<file path="config.mk">
export PLATFORM = sky130hd
export DESIGN_NAME = dcc_top
export DESIGN_NICKNAME = d
export VERILOG_FILES = /design/src/verilog/dcc_pkg.sv /design/src/verilog/dcc_cmp_if.sv /design/src/verilog/dcc_cmp_chan.sv /design/src/verilog/dcc_dac_ctl.sv /design/src/verilog/dcc_top.sv
export VERILOG_INCLUDE_DIRS = /design/src /design/src/verilog
export SDC_FILE = /design/constraint.sdc
export NUM_CORES = 1
export LEC_CHECK = 0
export BUFFER_PORTS_ARGS = -buffer_cell sky130_fd_sc_hd__buf_4
export CORE_MARGIN = 4
export CORE_UTILIZATION = 62
export CTS_BUF_LIST = sky130_fd_sc_hd__clkbuf_2
export DETAILED_ROUTE_END_ITERATION = 7
export HOLD_SLACK_MARGIN = 0.02
export PLACE_DENSITY = 0.87
export SYNTH_ARGS = -nofsm -noshare
export SYNTH_HDL_FRONTEND = slang
export SYNTH_SLANG_ARGS = --single-unit
</file>
<file path="constraint.sdc">
create_clock -name clk_sys_i -period 7 [get_ports clk_sys_i]
set_input_delay 0 -clock clk_sys_i [delete_from_list [all_inputs] [get_ports clk_sys_i]]
set_output_delay 0 -clock clk_sys_i [all_outputs]
set_load 0.1 [all_outputs]
</file>
<file path="src/verilog/dcc_consts.svh">
// dcc_consts.svh: offsets, field positions, reset values and timing counts
// assumes: included by bare name in every design file that needs them
`ifndef DCC_CONSTS_SVH
`define DCC_CONSTS_SVH

// register offsets on the plain register port
`define DCC_ADDR_W            4
`define DCC_OFF_DAC_CTRL      4'h0
`define DCC_OFF_DAC_LEVEL     4'h1
`define DCC_OFF_CMP1_A        4'h2
`define DCC_OFF_CMP1_B        4'h3
`define DCC_OFF_CMP2_A        4'h4
`define DCC_OFF_CMP2_B        4'h5
`define DCC_OFF_CMP_SHARED    4'h6
`define DCC_OFF_CMP_FLAGS     4'h7

// ref_dac_control and ref_dac_level fields
`define DCC_DAC_ON_BIT        7
`define DCC_PIN_ONE_BIT       5
`define DCC_PIN_TWO_BIT       4
`define DCC_SRC_HI            3
`define DCC_SRC_LO            2
`define DCC_DAC_CTRL_WMASK    8'hBC
`define DCC_DAC_LEVEL_WMASK   8'h1F
`define DCC_LEVEL_W           5

// cmp_control_a fields
`define DCC_CMP_ON_BIT        7
`define DCC_CMP_RES_BIT       6
`define DCC_CMP_PIN_BIT       5
`define DCC_CMP_INV_BIT       4
`define DCC_CMP_SPEED_BIT     2
`define DCC_CMP_HYS_BIT       1
`define DCC_CMP_SYNC_BIT      0
`define DCC_CMP_A_WMASK       8'hB7

// cmp_control_b fields
`define DCC_CMP_RISE_BIT      7
`define DCC_CMP_FALL_BIT      6
`define DCC_CMP_PCH_HI        5
`define DCC_CMP_PCH_LO        4
`define DCC_CMP_NCH_HI        2
`define DCC_CMP_B_WMASK       8'hF7

// reset values
`define DCC_RST_ZERO          8'h00
`define DCC_CMP_A_RST         8'h04

// clocks per instruction cycle
`define DCC_INSTR_DIV         4

`endif

</file>
<file path="src/verilog/dcc_pkg.sv">
// dcc_pkg.sv: types shared by the reference dac and comparator control
// assumes: nothing; constants live in dcc_consts.svh
package dcc_pkg;

   // one-hot positive source of the ladder, all zero when reserved or off
   typedef enum logic [2:0] {
      DCC_SRC_NONE   = 3'h0,
      DCC_SRC_SUPPLY = 3'h1,
      DCC_SRC_EXTREF = 3'h2,
      DCC_SRC_FIXED  = 3'h4
   } dcc_src_t;

endpackage

</file>
<file path="src/verilog/dcc_cmp_if.sv">
// dcc_cmp_if.sv: control and result signals between top and one comparator channel
// assumes: one instance per comparator, all on clk_sys_i
`timescale 1ns/1ps
interface dcc_cmp_if;
   logic on;
   logic invert;
   logic sync_mode;
   logic rise_en;
   logic fall_en;
   logic result;
   logic ext_result;
   logic edge_evt;

   modport top  (output on, invert, sync_mode, rise_en, fall_en,
                 input  result, ext_result, edge_evt);
   modport chan (input  on, invert, sync_mode, rise_en, fall_en,
                 output result, ext_result, edge_evt);
endinterface

</file>
<file path="src/verilog/dcc_cmp_chan.sv">
// dcc_cmp_chan.sv: conditions one comparator's raw result
// assumes: raw result is asynchronous; timer clock level sampled on clk_sys_i
`timescale 1ns/1ps
`include "dcc_consts.svh"
module dcc_cmp_chan (
   // clock and reset
   input  wire logic clk_sys_i,
   input  wire logic rst_i,
   // analog and timer side
   input  wire logic raw_i,
   input  wire logic instr_tick_i,
   input  wire logic timer_clk_i,
   // control and result
   dcc_cmp_if.chan   bus
);
   logic sync_a;
   logic sync_b;
   logic res_q;
   logic res_prev;
   logic tclk_prev;
   logic sync_q;
   logic cond;

   // two-stage synchroniser on the asynchronous raw result
   always_ff @(posedge clk_sys_i or posedge rst_i) begin
      if (rst_i) begin
         sync_a <= 1'b0;
         sync_b <= 1'b0;
      end else begin
         sync_a <= raw_i;
         sync_b <= sync_a;
      end
   end

   // disabled comparator reads as low before polarity
   assign cond = (bus.on & sync_b) ^ bus.invert;

   // internal result updated once per instruction cycle
   always_ff @(posedge clk_sys_i or posedge rst_i) begin
      if (rst_i) begin
         res_q    <= 1'b0;
         res_prev <= 1'b0;
      end else if (instr_tick_i) begin
         res_q    <= cond;
         res_prev <= res_q;
      end
   end

   // capture on falling edge of the prescaled timer clock
   always_ff @(posedge clk_sys_i or posedge rst_i) begin
      if (rst_i) begin
         tclk_prev <= 1'b0;
         sync_q    <= 1'b0;
      end else begin
         tclk_prev <= timer_clk_i;
         if (tclk_prev && !timer_clk_i)
            sync_q <= cond;
      end
   end

   // external path is unlatched unless synchronous mode
   assign bus.ext_result = bus.sync_mode ? sync_q : cond;
   assign bus.result     = res_q;
   // enabled edges of the latched result
   assign bus.edge_evt   = instr_tick_i &&
                           ((bus.rise_en && res_q && !res_prev) ||
                            (bus.fall_en && !res_q && res_prev));

   sync_chain_a: assert property (@(posedge clk_sys_i) disable iff (rst_i)
      sync_b == $past(raw_i, 2) || $past(rst_i, 2))
      else $error("synchroniser does not delay by two edges");
   latch_pol_a: assert property (@(posedge clk_sys_i) disable iff (rst_i)
      instr_tick_i |=> res_q == (($past(bus.on) & $past(sync_b)) ^ $past(bus.invert)))
      else $error("latched result ignores polarity");
   hold_between_a: assert property (@(posedge clk_sys_i) disable iff (rst_i)
      !instr_tick_i |=> $stable(res_q))
      else $error("result changed outside an instruction cycle");
   sync_hold_a: assert property (@(posedge clk_sys_i) disable iff (rst_i)
      !(tclk_prev && !timer_clk_i) |=> $stable(sync_q))
      else $error("sync capture outside timer falling edge");
   rise_evt_c: cover property (@(posedge clk_sys_i) disable iff (rst_i)
      bus.edge_evt && res_q);
   sync_cap_c: cover property (@(posedge clk_sys_i) disable iff (rst_i)
      bus.sync_mode && tclk_prev && !timer_clk_i);
endmodule

</file>
<file path="src/verilog/dcc_dac_ctl.sv">
// dcc_dac_ctl.sv: drives the ladder and dac pin controls from the dac registers
// assumes: register values come from flops in the top module
`timescale 1ns/1ps
`include "dcc_consts.svh"
module dcc_dac_ctl (
   // clock and reset
   input  wire logic                    clk_sys_i,
   input  wire logic                    rst_i,
   // register values
   input  wire logic [7:0]              ctrl_i,
   input  wire logic [7:0]              level_i,
   // pad levels for port reads
   input  wire logic [1:0]              pin_in_i,
   // analog controls
   output logic                         ladder_en_o,
   output logic [`DCC_LEVEL_W-1:0]      tap_o,
   output dcc_pkg::dcc_src_t            src_o,
   output logic [1:0]                   pin_connect_o,
   output logic [1:0]                   pin_read_o
);
   logic       on;
   logic [1:0] next_conn;
   dcc_pkg::dcc_src_t next_src;

   assign on = ctrl_i[`DCC_DAC_ON_BIT];
   // pins only connect while the ladder runs
   assign next_conn = on ? {ctrl_i[`DCC_PIN_TWO_BIT], ctrl_i[`DCC_PIN_ONE_BIT]}
                         : 2'h0;

   // positive source decode, reserved code selects nothing
   always_comb begin
      case (ctrl_i[`DCC_SRC_HI:`DCC_SRC_LO])
         2'h0:    next_src = dcc_pkg::DCC_SRC_SUPPLY;
         2'h1:    next_src = dcc_pkg::DCC_SRC_EXTREF;
         2'h2:    next_src = dcc_pkg::DCC_SRC_FIXED;
         default: next_src = dcc_pkg::DCC_SRC_NONE;
      endcase
      if (!on)
         next_src = dcc_pkg::DCC_SRC_NONE;
   end

   // registered analog controls
   always_ff @(posedge clk_sys_i or posedge rst_i) begin
      if (rst_i) begin
         ladder_en_o   <= 1'b0;
         tap_o         <= 5'h00;
         src_o         <= dcc_pkg::DCC_SRC_NONE;
         pin_connect_o <= 2'h0;
         pin_read_o    <= 2'h0;
      end else begin
         ladder_en_o   <= on;
         tap_o         <= level_i[`DCC_LEVEL_W-1:0];
         src_o         <= next_src;
         pin_connect_o <= next_conn;
         pin_read_o    <= pin_in_i & ~next_conn;
      end
   end

   ladder_follow_a: assert property (@(posedge clk_sys_i) disable iff (rst_i)
      ##1 ladder_en_o == $past(ctrl_i[`DCC_DAC_ON_BIT]))
      else $error("ladder enable does not follow dac on bit");
   off_open_a: assert property (@(posedge clk_sys_i) disable iff (rst_i)
      !ladder_en_o |-> pin_connect_o == 2'h0 && src_o == dcc_pkg::DCC_SRC_NONE)
      else $error("pins or source active while dac off");
   read_zero_a: assert property (@(posedge clk_sys_i) disable iff (rst_i)
      (pin_connect_o & pin_read_o) == 2'h0)
      else $error("connected dac pin reads nonzero");
   pin_on_c: cover property (@(posedge clk_sys_i) disable iff (rst_i)
      pin_connect_o == 2'h3);
endmodule

</file>
<file path="src/verilog/dcc_top.sv">
// dcc_top.sv: reference dac and dual comparator control block
// assumes: single clk_sys_i domain, plain register port, analog cores outside
//
// How it works
// - dac on bit enables the ladder
// - two pin enables connect dac level
// - connected pin drops digital driver, input detector
// - port read of dac pin returns zero
// - source field selects supply, pin, fixed
// - five-bit level code drives ladder tap
// - reset disables dac, opens pins, clears level
// - sleep wake leaves dac control untouched
// - unimplemented bits read zero, ignore writes
// - raw result high when plus above minus
// - two comparators, each with own registers
// - comparator enable bit powers the comparator
// - result in own register and shared mirror
// - pin drive needs enable, output direction, on
// - pin enable overrides latch, on ignored
// - internal result latched each instruction cycle
// - invert bit flips the comparison result
// - speed select resets to one, normal
// - hysteresis bit enables input hysteresis
// - each result offered as timer gate
// - sync mode captures on timer falling edge
// - enabled rise or fall edges set flag
`timescale 1ns/1ps
`include "dcc_consts.svh"
module dcc_top #(
   parameter int INSTR_DIV = `DCC_INSTR_DIV
) (
   // clock and reset
   input  wire logic                    clk_sys_i,
   input  wire logic                    rst_i,
   // register port
   input  wire logic [`DCC_ADDR_W-1:0]  reg_addr_i,
   input  wire logic [7:0]              reg_wdata_i,
   input  wire logic                    reg_wr_i,
   input  wire logic                    reg_rd_i,
   output logic [7:0]                   reg_rdata_o,
   // reference dac analog side
   output logic                         ref_ladder_en_o,
   output logic [`DCC_LEVEL_W-1:0]      ref_level_code_o,
   output dcc_pkg::dcc_src_t            ref_positive_source_o,
   output logic                         ref_out_pin_one_o,
   output logic                         ref_out_pin_two_o,
   output logic [1:0]                   ref_pin_digital_off_o,
   // dac pin port reads
   input  wire logic [1:0]              ref_pin_level_i,
   output logic [1:0]                   ref_pin_read_o,
   // comparator analog side
   input  wire logic [1:0]              cmp_raw_i,
   output logic [1:0]                   cmp_on_o,
   output logic [1:0]                   cmp_speed_select_o,
   output logic [1:0]                   cmp_hysteresis_on_o,
   output logic [3:0]                   cmp_pos_channel_o,
   output logic [5:0]                   cmp_neg_channel_o,
   // comparator pins
   input  wire logic [1:0]              pin_direction_i,
   input  wire logic [1:0]              port_latch_i,
   output logic [1:0]                   cmp_pin_out_o,
   output logic [1:0]                   cmp_pin_oe_o,
   output logic [1:0]                   cmp_pin_override_o,
   // gated timer side
   input  wire logic                    gated_timer_clk_i,
   output logic [1:0]                   cmp_gate_o,
   output logic [1:0]                   cmp_irq_flag_o
);
   // elaboration check on the divider
   if (INSTR_DIV < 1 || INSTR_DIV > 255) begin : g_bad_div
      $error("INSTR_DIV must lie in 1..255");
   end

   logic [7:0] ref_dac_control;
   logic [7:0] ref_dac_level;
   logic [7:0] cmp_control_a [2];
   logic [7:0] cmp_control_b [2];
   logic [1:0] cmp_result;
   logic [1:0] cmp_ext;
   logic [1:0] cmp_evt;
   logic [1:0] flag_clear;
   logic [7:0] next_rdata;
   logic [7:0] div_cnt;
   logic       instr_tick;
   logic       wr_dac_ctrl;
   logic       wr_dac_level;
   logic       wr_flags;
   logic [1:0] wr_cmp_a;
   logic [1:0] wr_cmp_b;

   dcc_cmp_if cmp_bus [2] ();

   // instruction cycle enable from the system clock
   always_ff @(posedge clk_sys_i or posedge rst_i) begin
      if (rst_i) begin
         div_cnt    <= 8'h00;
         instr_tick <= 1'b0;
      end else if (div_cnt == 8'(INSTR_DIV - 1)) begin
         div_cnt    <= 8'h00;
         instr_tick <= 1'b1;
      end else begin
         div_cnt    <= div_cnt + 8'h01;
         instr_tick <= 1'b0;
      end
   end

   // write decode
   assign wr_dac_ctrl  = reg_wr_i && reg_addr_i == `DCC_OFF_DAC_CTRL;
   assign wr_dac_level = reg_wr_i && reg_addr_i == `DCC_OFF_DAC_LEVEL;
   assign wr_flags     = reg_wr_i && reg_addr_i == `DCC_OFF_CMP_FLAGS;
   assign wr_cmp_a[0]  = reg_wr_i && reg_addr_i == `DCC_OFF_CMP1_A;
   assign wr_cmp_a[1]  = reg_wr_i && reg_addr_i == `DCC_OFF_CMP2_A;
   assign wr_cmp_b[0]  = reg_wr_i && reg_addr_i == `DCC_OFF_CMP1_B;
   assign wr_cmp_b[1]  = reg_wr_i && reg_addr_i == `DCC_OFF_CMP2_B;
   assign flag_clear   = wr_flags ? reg_wdata_i[1:0] : 2'h0;

   // dac registers; only device reset clears them, wake does not
   always_ff @(posedge clk_sys_i or posedge rst_i) begin
      if (rst_i) begin
         ref_dac_control <= `DCC_RST_ZERO;
         ref_dac_level   <= `DCC_RST_ZERO;
      end else begin
         if (wr_dac_ctrl)
            ref_dac_control <= reg_wdata_i & `DCC_DAC_CTRL_WMASK;
         if (wr_dac_level)
            ref_dac_level <= reg_wdata_i & `DCC_DAC_LEVEL_WMASK;
      end
   end

   // per comparator registers and conditioning channels
   for (genvar i = 0; i < 2; i++) begin : g_cmp
      always_ff @(posedge clk_sys_i or posedge rst_i) begin
         if (rst_i) begin
            cmp_control_a[i] <= `DCC_CMP_A_RST;
            cmp_control_b[i] <= `DCC_RST_ZERO;
         end else begin
            if (wr_cmp_a[i])
               cmp_control_a[i] <= reg_wdata_i & `DCC_CMP_A_WMASK;
            if (wr_cmp_b[i])
               cmp_control_b[i] <= reg_wdata_i & `DCC_CMP_B_WMASK;
         end
      end

      assign cmp_bus[i].on        = cmp_control_a[i][`DCC_CMP_ON_BIT];
      assign cmp_bus[i].invert    = cmp_control_a[i][`DCC_CMP_INV_BIT];
      assign cmp_bus[i].sync_mode = cmp_control_a[i][`DCC_CMP_SYNC_BIT];
      assign cmp_bus[i].rise_en   = cmp_control_b[i][`DCC_CMP_RISE_BIT];
      assign cmp_bus[i].fall_en   = cmp_control_b[i][`DCC_CMP_FALL_BIT];
      assign cmp_result[i]        = cmp_bus[i].result;
      assign cmp_ext[i]           = cmp_bus[i].ext_result;
      assign cmp_evt[i]           = cmp_bus[i].edge_evt;

      dcc_cmp_chan u_chan (
         .clk_sys_i    (clk_sys_i),
         .rst_i        (rst_i),
         .raw_i        (cmp_raw_i[i]),
         .instr_tick_i (instr_tick),
         .timer_clk_i  (gated_timer_clk_i),
         .bus          (cmp_bus[i])
      );
   end

   // comparator analog controls
   always_ff @(posedge clk_sys_i or posedge rst_i) begin
      if (rst_i) begin
         cmp_on_o            <= 2'h0;
         cmp_speed_select_o  <= 2'h3;
         cmp_hysteresis_on_o <= 2'h0;
         cmp_pos_channel_o   <= 4'h0;
         cmp_neg_channel_o   <= 6'h00;
      end else begin
         for (int k = 0; k < 2; k++) begin
            cmp_on_o[k]            <= cmp_control_a[k][`DCC_CMP_ON_BIT];
            cmp_speed_select_o[k]  <= cmp_control_a[k][`DCC_CMP_SPEED_BIT];
            cmp_hysteresis_on_o[k] <= cmp_control_a[k][`DCC_CMP_HYS_BIT];
            cmp_pos_channel_o[2*k +: 2] <= cmp_control_b[k][`DCC_CMP_PCH_HI:`DCC_CMP_PCH_LO];
            cmp_neg_channel_o[3*k +: 3] <= cmp_control_b[k][`DCC_CMP_NCH_HI:0];
         end
      end
   end

   // comparator pin drive, override and timer gate
   always_ff @(posedge clk_sys_i or posedge rst_i) begin
      if (rst_i) begin
         cmp_pin_out_o      <= 2'h0;
         cmp_pin_oe_o       <= 2'h0;
         cmp_pin_override_o <= 2'h0;
         cmp_gate_o         <= 2'h0;
      end else begin
         for (int k = 0; k < 2; k++) begin
            // pin enable replaces the port latch regardless of on
            cmp_pin_override_o[k] <= cmp_control_a[k][`DCC_CMP_PIN_BIT];
            cmp_pin_out_o[k] <= cmp_control_a[k][`DCC_CMP_PIN_BIT] ? cmp_ext[k]
                                                                     : port_latch_i[k];
            cmp_pin_oe_o[k]  <= cmp_control_a[k][`DCC_CMP_PIN_BIT] &&
                                !pin_direction_i[k] &&
                                cmp_control_a[k][`DCC_CMP_ON_BIT];
         end
         cmp_gate_o <= cmp_ext;
      end
   end

   // sticky edge flags, a new edge wins over a clear
   always_ff @(posedge clk_sys_i or posedge rst_i) begin
      if (rst_i)
         cmp_irq_flag_o <= 2'h0;
      else
         cmp_irq_flag_o <= (cmp_irq_flag_o & ~flag_clear) | cmp_evt;
   end

   // read mux; reserved and unmapped bits read zero
   always_comb begin
      next_rdata = 8'h00;
      case (reg_addr_i)
         `DCC_OFF_DAC_CTRL:   next_rdata = ref_dac_control;
         `DCC_OFF_DAC_LEVEL:  next_rdata = ref_dac_level;
         `DCC_OFF_CMP1_A:     next_rdata = cmp_control_a[0] |
                                           {1'b0, cmp_result[0], 6'h00};
         `DCC_OFF_CMP1_B:     next_rdata = cmp_control_b[0];
         `DCC_OFF_CMP2_A:     next_rdata = cmp_control_a[1] |
                                           {1'b0, cmp_result[1], 6'h00};
         `DCC_OFF_CMP2_B:     next_rdata = cmp_control_b[1];
         `DCC_OFF_CMP_SHARED: next_rdata = {6'h00, cmp_result};
         `DCC_OFF_CMP_FLAGS:  next_rdata = {6'h00, cmp_irq_flag_o};
         default:             next_rdata = 8'h00;
      endcase
   end

   // read data stands only in the cycle after the strobe
   always_ff @(posedge clk_sys_i or posedge rst_i) begin
      if (rst_i)
         reg_rdata_o <= 8'h00;
      else
         reg_rdata_o <= reg_rd_i ? next_rdata : 8'h00;
   end

   // reference dac output stage
   dcc_dac_ctl u_dac (
      .clk_sys_i     (clk_sys_i),
      .rst_i         (rst_i),
      .ctrl_i        (ref_dac_control),
      .level_i       (ref_dac_level),
      .pin_in_i      (ref_pin_level_i),
      .ladder_en_o   (ref_ladder_en_o),
      .tap_o         (ref_level_code_o),
      .src_o         (ref_positive_source_o),
      .pin_connect_o ({ref_out_pin_two_o, ref_out_pin_one_o}),
      .pin_read_o    (ref_pin_read_o)
   );

   // digital driver and detector off wherever the dac level sits
   assign ref_pin_digital_off_o = {ref_out_pin_two_o, ref_out_pin_one_o};

   pin_drive_a: assert property (@(posedge clk_sys_i) disable iff (rst_i)
      cmp_pin_oe_o[0] |-> $past(cmp_control_a[0][`DCC_CMP_ON_BIT]) &&
                          !$past(pin_direction_i[0]) &&
                          $past(cmp_control_a[0][`DCC_CMP_PIN_BIT]))
      else $error("comparator pin driven without all three conditions");
   flag_keep_a: assert property (@(posedge clk_sys_i) disable iff (rst_i)
      cmp_evt != 2'h0 |=> (cmp_irq_flag_o & $past(cmp_evt)) == $past(cmp_evt))
      else $error("edge event lost against flag clear");
   mask_bits_a: assert property (@(posedge clk_sys_i) disable iff (rst_i)
      (ref_dac_control & ~`DCC_DAC_CTRL_WMASK) == 8'h00 &&
      (ref_dac_level & ~`DCC_DAC_LEVEL_WMASK) == 8'h00)
      else $error("unimplemented dac bit holds a one");
   read_slot_a: assert property (@(posedge clk_sys_i) disable iff (rst_i)
      reg_rd_i && reg_addr_i == `DCC_OFF_CMP_SHARED ##1 !$past(instr_tick)
      |-> reg_rdata_o == {6'h00, cmp_result})
      else $error("shared result read does not mirror results");
   flag_set_c: cover property (@(posedge clk_sys_i) disable iff (rst_i)
      wr_flags && cmp_evt != 2'h0);
endmodule

</file>
; After elaboration in Yosys (flattened, before gate mapping)
; Index checks and enable logic that the tools add are counted.
[op_classes]
bitwise_logic = 11
eq_ne = 10
n_reduce_logical = 33
n_addsub = 1
mux = 12
[ops]
columns = operator, count
row1 = 8-bit one-hot mux with 8 select lines, 1
row2 = 1-bit logical AND, 22
row3 = 4-bit by 3-bit equality test with 1-bit output (second input constant), 4
row4 = 8-bit two-way mux, 2
row5 = 8-bit by 7-bit OR with 8-bit output, 2
row6 = 3-bit one-hot mux with 3 select lines, 1
row7 = 8-bit by 1-bit adder with 8-bit output (second input constant), 1
row8 = 4-bit by 2-bit equality test with 1-bit output (second input constant), 2
row9 = 8-bit by 2-bit equality test with 1-bit output (second input constant), 1
row10 = 1-bit logical NOT, 7
row11 = 1-bit two-way mux, 5
row12 = 2-bit bitwise AND, 2
row13 = 4-bit by 1-bit equality test with 1-bit output (second input constant), 1
row14 = 4-bit logical NOT, 1
row15 = 2-bit two-way mux, 2
row16 = 2-bit inverter, 2
row17 = 3-bit two-way mux, 1
row18 = 1-bit bitwise AND, 2
row19 = 2-bit by 1-bit equality test with 1-bit output (second input constant), 1
row20 = 2-bit equality test (second input constant), 1
row21 = 2-bit logical NOT, 1
row22 = 1-bit logical OR, 2
row23 = 2-bit OR, 1
row24 = 1-bit XOR, 2
[word_totals]
output_inout_bits = 49
ff_bits = 103
input_bits = 25
wordCells = 102

; Logic depth before layout (Yosys ltp)
; Gate-level depths: netlist of run 1.
[depth]
depth_word = 6
ltp_mapped = 5
mapped_depth_nobuf = 4

; By module
; Synthesis of run 1 repeated with hierarchy kept, for this count alone.
[hier_totals]
hier_cells = 281
hier_area_um2 = 4065.1
[by_module_without_submodules]
columns = module, n_inst, cells_per_inst, area_each_um2, seq_area_each_um2
row1 = dcc_top, 1, 224, 3195.6, 1981.9
row2 = dcc_cmp_chan, 2, 18, 240.2, 150.1
row3 = dcc_dac_ctl, 1, 21, 389.1, 325.3

; Worst setup path after synthesis of run 1
; No wires, ideal clock.
[synth_path]
path_kind = flip-flop to flip-flop
from = register cmp_irq_flag_o[1]
to = register reg_rdata_o[1]
period_less_slack_ns = 1.516
slack_ns = 5.484
path_buffers = 0
required_time_ns = 6.918
setup_time_ns = 0.082
stages_incl_launch_ff = 4
arrival_ns = 1.434
path_cell_list = dfrtp_1 mux2_2 nand4b_1 a31oi_1
[synth_between]
elab_chain_cells = 2
[synth_rtl]
columns = element, line
row1 = "start, declared", dcc_top.sv:67  ; output logic [1:0] cmp_irq_flag_o
row2 = "start signal, assigned", dcc_top.sv:208  ; cmp_irq_flag_o <= (cmp_irq_flag_o & ~flag_clear) | cmp_evt;
row3 = 8-bit one-hot mux with 8 select lines, dcc_top.sv:214  ; case (reg_addr_i)
row4 = 8-bit two-way mux, dcc_top.sv:234  ; reg_rdata_o <= reg_rd_i ? next_rdata : 8'h00;
row5 = "end signal, assigned", dcc_top.sv:234
row6 = "end, declared", dcc_top.sv:40  ; output logic [7:0] reg_rdata_o,
; Every way passes these cells.
; A chain may end at the register's enable or synchronous reset.

==> results.toml, run 1 <==
[clock_tree]
post_cts_buffers = 0
cts.clk_slew.worst_paths_ps = 250
clock_path_buffers = 2
cts_tree = "yes"
clk_latency_ps = 550
ctsHoldBuffers = 26
cts_sinks = 103
cts_root_buf = "clkbuf_2"
numCtsBuffers = 9
cts_resized = 0
htreeDepth = 3

[layout]
fin_nets = 408
diodes = 0
seqCellArea_um2 = 2580
fin_area_um2 = 4990
area.growth.synth_to_final_pct = 22.5
multi_input_area_um2 = 1360
fin_util_pct = 78.6
drive_gt1_share_pct = 38.5
fillCellCount = 386

[critical_path]
cp-start-kind = "input pin"
path_class = "input pin to async pin"
cp-startpoint = "rst_i"
r2r-end = "div_cnt[2]"
cp.arrival_ps = 2360
reg2reg_setup_slack_ps = 5430
end_kind = "async pin"
path_max_fanout = 59
crit_path_end = "reg_rdata_o[5]"
path_depth = 5
slowest_stage = "buf_4"
cp.buffers_inverters = 5
critPathTopFamily = "buffers and inverters"
path_cells = "dlygate4sd3_1 -> buf_4 -> dlygate4sd3_1 -> inv_4 -> buf_4"
critPathRequiredTime_ps = 7660
critical-path-max-stage-delay_ps = 670
reg2regPathDepth = 4
rr_startpoint = "div_cnt[0]"

[global_routing]
grt_pass1_wl_um = 13500
grt_overflow_total = 0
grt_usage_pct = 23.0
antenna_found_initial = 0
grt_max_degree = 60
grt_pass1_vias = 2689

[yosys]
synth_top_area_share_pct = 60.8
synth_edf_count = 0
synth_cell_type_count = 48
synth_nets = 312
synthTopCellsByCount = "dfrtp_1, mux2_2, mux2_4, nand2_1, nor2_1"
async_flop_share_pct = 100
yosys.cell_count.top_type = "dfrtp_1"
synth_top_area_cell = "dfrtp_1"
synth_seq_cells = 103
ys_top_cells_by_area = "dfrtp_1, mux2_2, mux2_4"
synth_ff_type = "dfrtp_1"
syn_inst = 286
synth_area_um2 = 4080
synth_warnings = 0
synth.avg_cell_area_um2 = 14.2
seq_area_frac_synth_pct = 63.4

[placed_design]
place_area_um2 = 4620
portBuffers = 73
hpwl_um = 5720
place.gp.congestion = 0.878

[floorplan]
start_util_pct = 64.2
dieArea_um2 = 7930
ios = 74
num_rows = 29
die_h_um = 89.1
die_x_um = 89.1
coreArea_um2 = 6350

[route]
routed_wl_um = 8560
final_antenna_net_count = 0
drc_errors = 0
dr_total_vias = 2636
firstDrtPassIters = 4
drt_iter0_markers = 168
wl_per_cell_um = 18.5
viasPerCell = 5.68

[hold_path]
hp-class = "input pin to flop"

[sta]
period_share_pct = 24.3
hold-worst-slack_ps = 71.2
fmax_mhz = 588
relSlewSlack_pct = 52.7
hold_viol = 0
rsz0062_at_grt = "false"
min_period_ps = 1700
setup_viol = 0
tightest_slew_ps = 710
maxSlewViolCount = 0
setup_tns_ps = 0
worst_clock_skew_ps = 21.6

[power_and_ir_drop]
power_density_nw_per_um2 = 359
p_leak_nw = 2.36
clkPwrFrac_pct = 15.4
cell_internal_pwr_w = 0.000981
p_sw_w = 0.000810
ir_drop_v = 0.000317
seqPwrFrac_pct = 44.5
switching_share_pct = 45.2
comb_power_share_pct = 40.1

[run_status]
status = "finished, final reports clean"

[job]
max_cap_viol_count = 0
worst reg2reg max path, stage by stage, from the launching register on:
cell     delay (ps)
dfrtp_1         430
ha_1            230
or4b_4          490
nor4_4          240
nor2_1          100
cell families after synthesis:
| group | count (synthesis) | synth area share (%) |
|---|---|---|
| DFF | 103 | 63.4 |
| and+or+nand+nor | 73 | 11.0 |
| muxes | 51 | 15.1 |
| AOI/OAI and AO/OA | 33 | 5.74 |
| buffers and inverters | 19 | 3.16 |
| xor gates and xnor gates | 6 | 1.29 |
| adders and majority gates | 1 | 0.307 |
power groups by stage:
| stage | Clock, W | Sequential (W) | Combinational [W] |
|---|---|---|---|
| detailed placement | 0 | 0.000806 | 0.000705 |
| CTS | 0.000282 | 0.000796 | 0.000718 |
| global placement | 0 | 0.000800 | 0.000696 |
| floorplan | 0 | 0.00119 | 0.000160 |
| finish | 0.000276 | 0.000797 | 0.000717 |
| global route | 0.000305 | 0.000813 | 0.000740 |
flip-flops by register name, indices dropped and copies added, names as in the netlist, 5 cells and up:
register / cells
reg_rdata_o: 8
ref_dac_control: 5
cmp_control_b: 10
div_cnt: 8
ref_dac_level: 5
cmp_control_a: 6
cmp_neg_channel_o: 6
u_dac.tap_o: 5
cells in the final DEF (no fill, tap or decap), types with 3 or more instances in the layout:
| cell | Yosys | routed |
|---|---|---|
| o22ai_1 | 3 | 3 |
| nand2b_1 | 3 | 3 |
| nand3b_1 | 3 | 3 |
| buf_4 | 4 | 74 |
| a31oi_1 | 3 | 3 |
| dfrtp_1 | 99 | 99 |
| a22o_1 | 3 | 3 |
| clkbuf_2 | 0 | 9 |
| xnor2_1 | 5 | 5 |
| inv_1 | 4 | 3 |
| a21oi_1 | 6 | 6 |
| nand3_1 | 8 | 8 |
| o21ai_0 | 5 | 5 |
| and2_1 | 6 | 6 |
| dlygate4sd3_1 | 0 | 26 |
| mux2_2 | 36 | 36 |
| and3b_1 | 4 | 4 |
| nor3b_1 | 4 | 4 |
| and3_1 | 4 | 4 |
| mux2i_1 | 3 | 3 |
| a32oi_1 | 3 | 3 |
| mux2_4 | 12 | 12 |
| nor2b_1 | 8 | 8 |
| nand2_1 | 12 | 12 |
| dfstp_2 | 4 | 4 |
| nor2_1 | 11 | 11 |
area by class of cell:
type | count | share of cell area, %
sequential | 103 | 51.7
multi-input combinational | 164 | 27.3
timing repair buffer | 100 | 16.3
tap | 77 | 1.93
clock inverter | 7 | 1.43
clock buffer | 9 | 0.902
inverter | 4 | 0.351
how the worst min path moves through the flow:
| stage | from | end | slack [ps] | cells after the start |
|---|---|---|---|---|
| 2_1_floorplan | cmp_raw_i[0] | g_cmp[0].u_chan.sync_a | 30 | 0 |
| 3_3_place_gp | rst_i | cmp_neg_channel_o[0] | 70 | 2 |
| 3_5_place_dp | rst_i | cmp_neg_channel_o[0] | 90 | 2 |
| 4_1_cts | cmp_raw_i[0] | g_cmp[0].u_chan.sync_a | 30 | 2 |
| 5_1_grt | cmp_raw_i[1] | g_cmp[1].u_chan.sync_a | 20 | 2 |
| 6_report | cmp_raw_i[1] | g_cmp[1].u_chan.sync_a | 70 | 2 |
metrics by stage:
stage	instances	setup slack (ps)	power [W]
6_report	464	5300	0.00179
4_1_cts	464	5250	0.00180
3_3_place_gp	422	5550	0.00150
5_1_grt	464	5110	0.00186
2_1_floorplan	286	4300	0.00135
3_5_place_dp	422	5460	0.00151
layer usage:
layer  track usage [%]  vias up  wire length, um
met5                 0        -                0
met4              8.39        0              189
met2              39.7       99             4370
li1                  -     1204                -
met3              5.35       17              536
met1              28.5     1316             3470
(Power assumes the default switching activity.)
==> inputs of run 2 (changes only) <==
- CORE_UTILIZATION: 62 -> 52
- PLACE_DENSITY: 0.87 -> 0.78
- clock period: 7 -> 1.4 ns (I/O delays scaled with it)
==> results.toml, run 2 (synthesis results as in run 1) <==
[critical_path]
end_kind = "flop"
critPathTopFamily = "simple AND/OR/NAND/NOR gates"
critPathRequiredTime_ps = 1840
cp.arrival_ps = 1890
slowest_stage = "or4b_4"
path_cells = "ha_2 -> or4b_4 -> nor4_4 -> nor2_1"
path_class = "flop to flop"
path_max_fanout = 4
cp.buffers_inverters = 0
cp-start-kind = "flop"
critical-path-max-stage-delay_ps = 470

[clock_tree]
htreeDepth = 3
cts_tree = "yes"
cts_root_buf = "clkbuf_2"
numCtsBuffers = 9
post_cts_buffers = 0
cts_sinks = 103
cts.clk_slew.worst_paths_ps = 230
clk_latency_ps = 560
clock_path_buffers = 2

[layout]
seqCellArea_um2 = 2580
final_cell_mix = "dfrtp_1, buf_4, mux2_2"
instances_no_fill = 501
drive_gt1_share_pct = 41.4
top_register = "cmp_control_b"
layout_commonest_cell = "dfrtp_1"
fin_nets = 420
largest_reg_flops = 10
diodes = 0
area.growth.synth_to_final_pct = 27.0
reg.largest.list = "cmp_control_b (10), div_cnt (8), reg_rdata_o (8)"
fillCellCount = 574
multi_input_area_um2 = 1370

[sta]
min_period_ps = 1450
relSlewSlack_pct = 71.0
setup_viol = 3
maxSlewViolCount = 0
tightest_slew_ps = 429
setup_tns_ps = -141
worst_clock_skew_ps = 33.3
hold_viol = 0
hold-worst-slack_ps = 90.5
setup_slack_ps = -50.7
rsz0062_at_grt = "true"
fmax_mhz = 689
period_share_pct = 104

[route]
wl_per_cell_um = 16.7
viasPerCell = 5.23
firstDrtPassIters = 4
routed_wl_um = 8380
drc_errors = 0
final_antenna_net_count = 0
drt_iter0_markers = 91
dr_total_vias = 2622

[global_routing]
grt_max_degree = 54
grt_overflow_total = 0
grt_usage_pct = 19.5
grt_pass1_wl_um = 13500
antenna_found_initial = 0
grt_pass1_vias = 2692

[power_and_ir_drop]
p_sw_w = 0.00397
cell_internal_pwr_w = 0.00516
seqPwrFrac_pct = 43.4
ir_drop_v = 0.00101
power_density_nw_per_um2 = 1760
clkPwrFrac_pct = 16.6
total_power_w = 0.00912
switching_share_pct = 43.5
p_leak_nw = 2.44
comb_power_share_pct = 39.9

[run_status]
status = "finished, violations left"
violations = "setup timing"

[floorplan]
die_x_um = 96.5
coreArea_um2 = 7690
num_rows = 32
dieArea_um2 = 9320
start_util_pct = 53.0
ios = 74
die_h_um = 96.5

[placed_design]
place_inst = 459
portBuffers = 73
place.gp.congestion = 0.835
hpwl_um = 5680

[job]
max_cap_viol_count = 0

[hold_path]
hp-class = "input pin to flop"
run 2: cell count changes in the layout (fill, tap and decap cells not counted), moves of 2 or more:
cell and delta:
buf_4 +8, dfrtp_1 -2, clkbuf_2 +3, buf_8 +2
dfrtp_2 +2, inv_6 -2, buf_12 +2
run 2: layer usage:
| metal | vias to the layer above | GRT usage, % | routed length, um |
|---|---|---|---|
| met2 | 69 | 32.5 | 4240 |
| met1 | 1311 | 25.2 | 3600 |
| met4 | 0 | 7.94 | 138 |
| li1 | 1228 | - | - |
| met3 | 14 | 3.87 | 404 |
| met5 | - | 0 | 0 |
run 2: per-stage QoR:
stage	worst slack, ps	util (%)	instance area (um^2)
floorplan	1.53	-	4080
global placement	21.7	62.0	4770
detailed placement	-51.4	62.0	4770
CTS	-76.5	67.2	5160
global route	-176	67.3	5180
finish	-50.7	67.3	5180
run 2: worst paths after layout:
| kind | start | end | slack [ps] | depth (start not counted) |
|---|---|---|---|---|
| min in group asynchronous | rst_i | u_dac.tap_o[0] | 560 | 4 |
| max | div_cnt[0] | div_cnt[0] | -50 | 4 |
| max reg2reg | div_cnt[0] | div_cnt[0] | -50 | 4 |
| max in group asynchronous | rst_i | cmp_irq_flag_o[1] | 260 | 5 |
| min | cmp_raw_i[0] | g_cmp[0].u_chan.sync_a | 90 | 2 |
| min reg2reg | g_cmp[0].u_chan.sync_a | g_cmp[0].u_chan.sync_b | 380 | 0 |
run 2: cell type report:
cell class	count	share of cell area (%)
clock inverter	4	1.40
multi-input combinational	164	26.4
timing repair buffer	112	18.3
sequential	103	49.9
inverter	4	0.363
clock buffer	12	1.16
tap	102	2.47
run 2: power by group through the flow:
stage               Clock [W]  Sequential, W  Combinational [W]
CTS                   0.00155        0.00396            0.00365
finish                0.00152        0.00396            0.00364
detailed placement          0        0.00401            0.00357
global route          0.00166        0.00404            0.00379
floorplan                   0        0.00595           0.000799
global placement            0        0.00399            0.00354
run 2: what timing repair did:
action                                  CTS  global route
pin swaps                                 1             1
hold endpoints to repair                160             0
endpoints found under the setup margin    4             6
resized for setup                         1             3
hold buffers                             26             0
gates cloned                              0             0
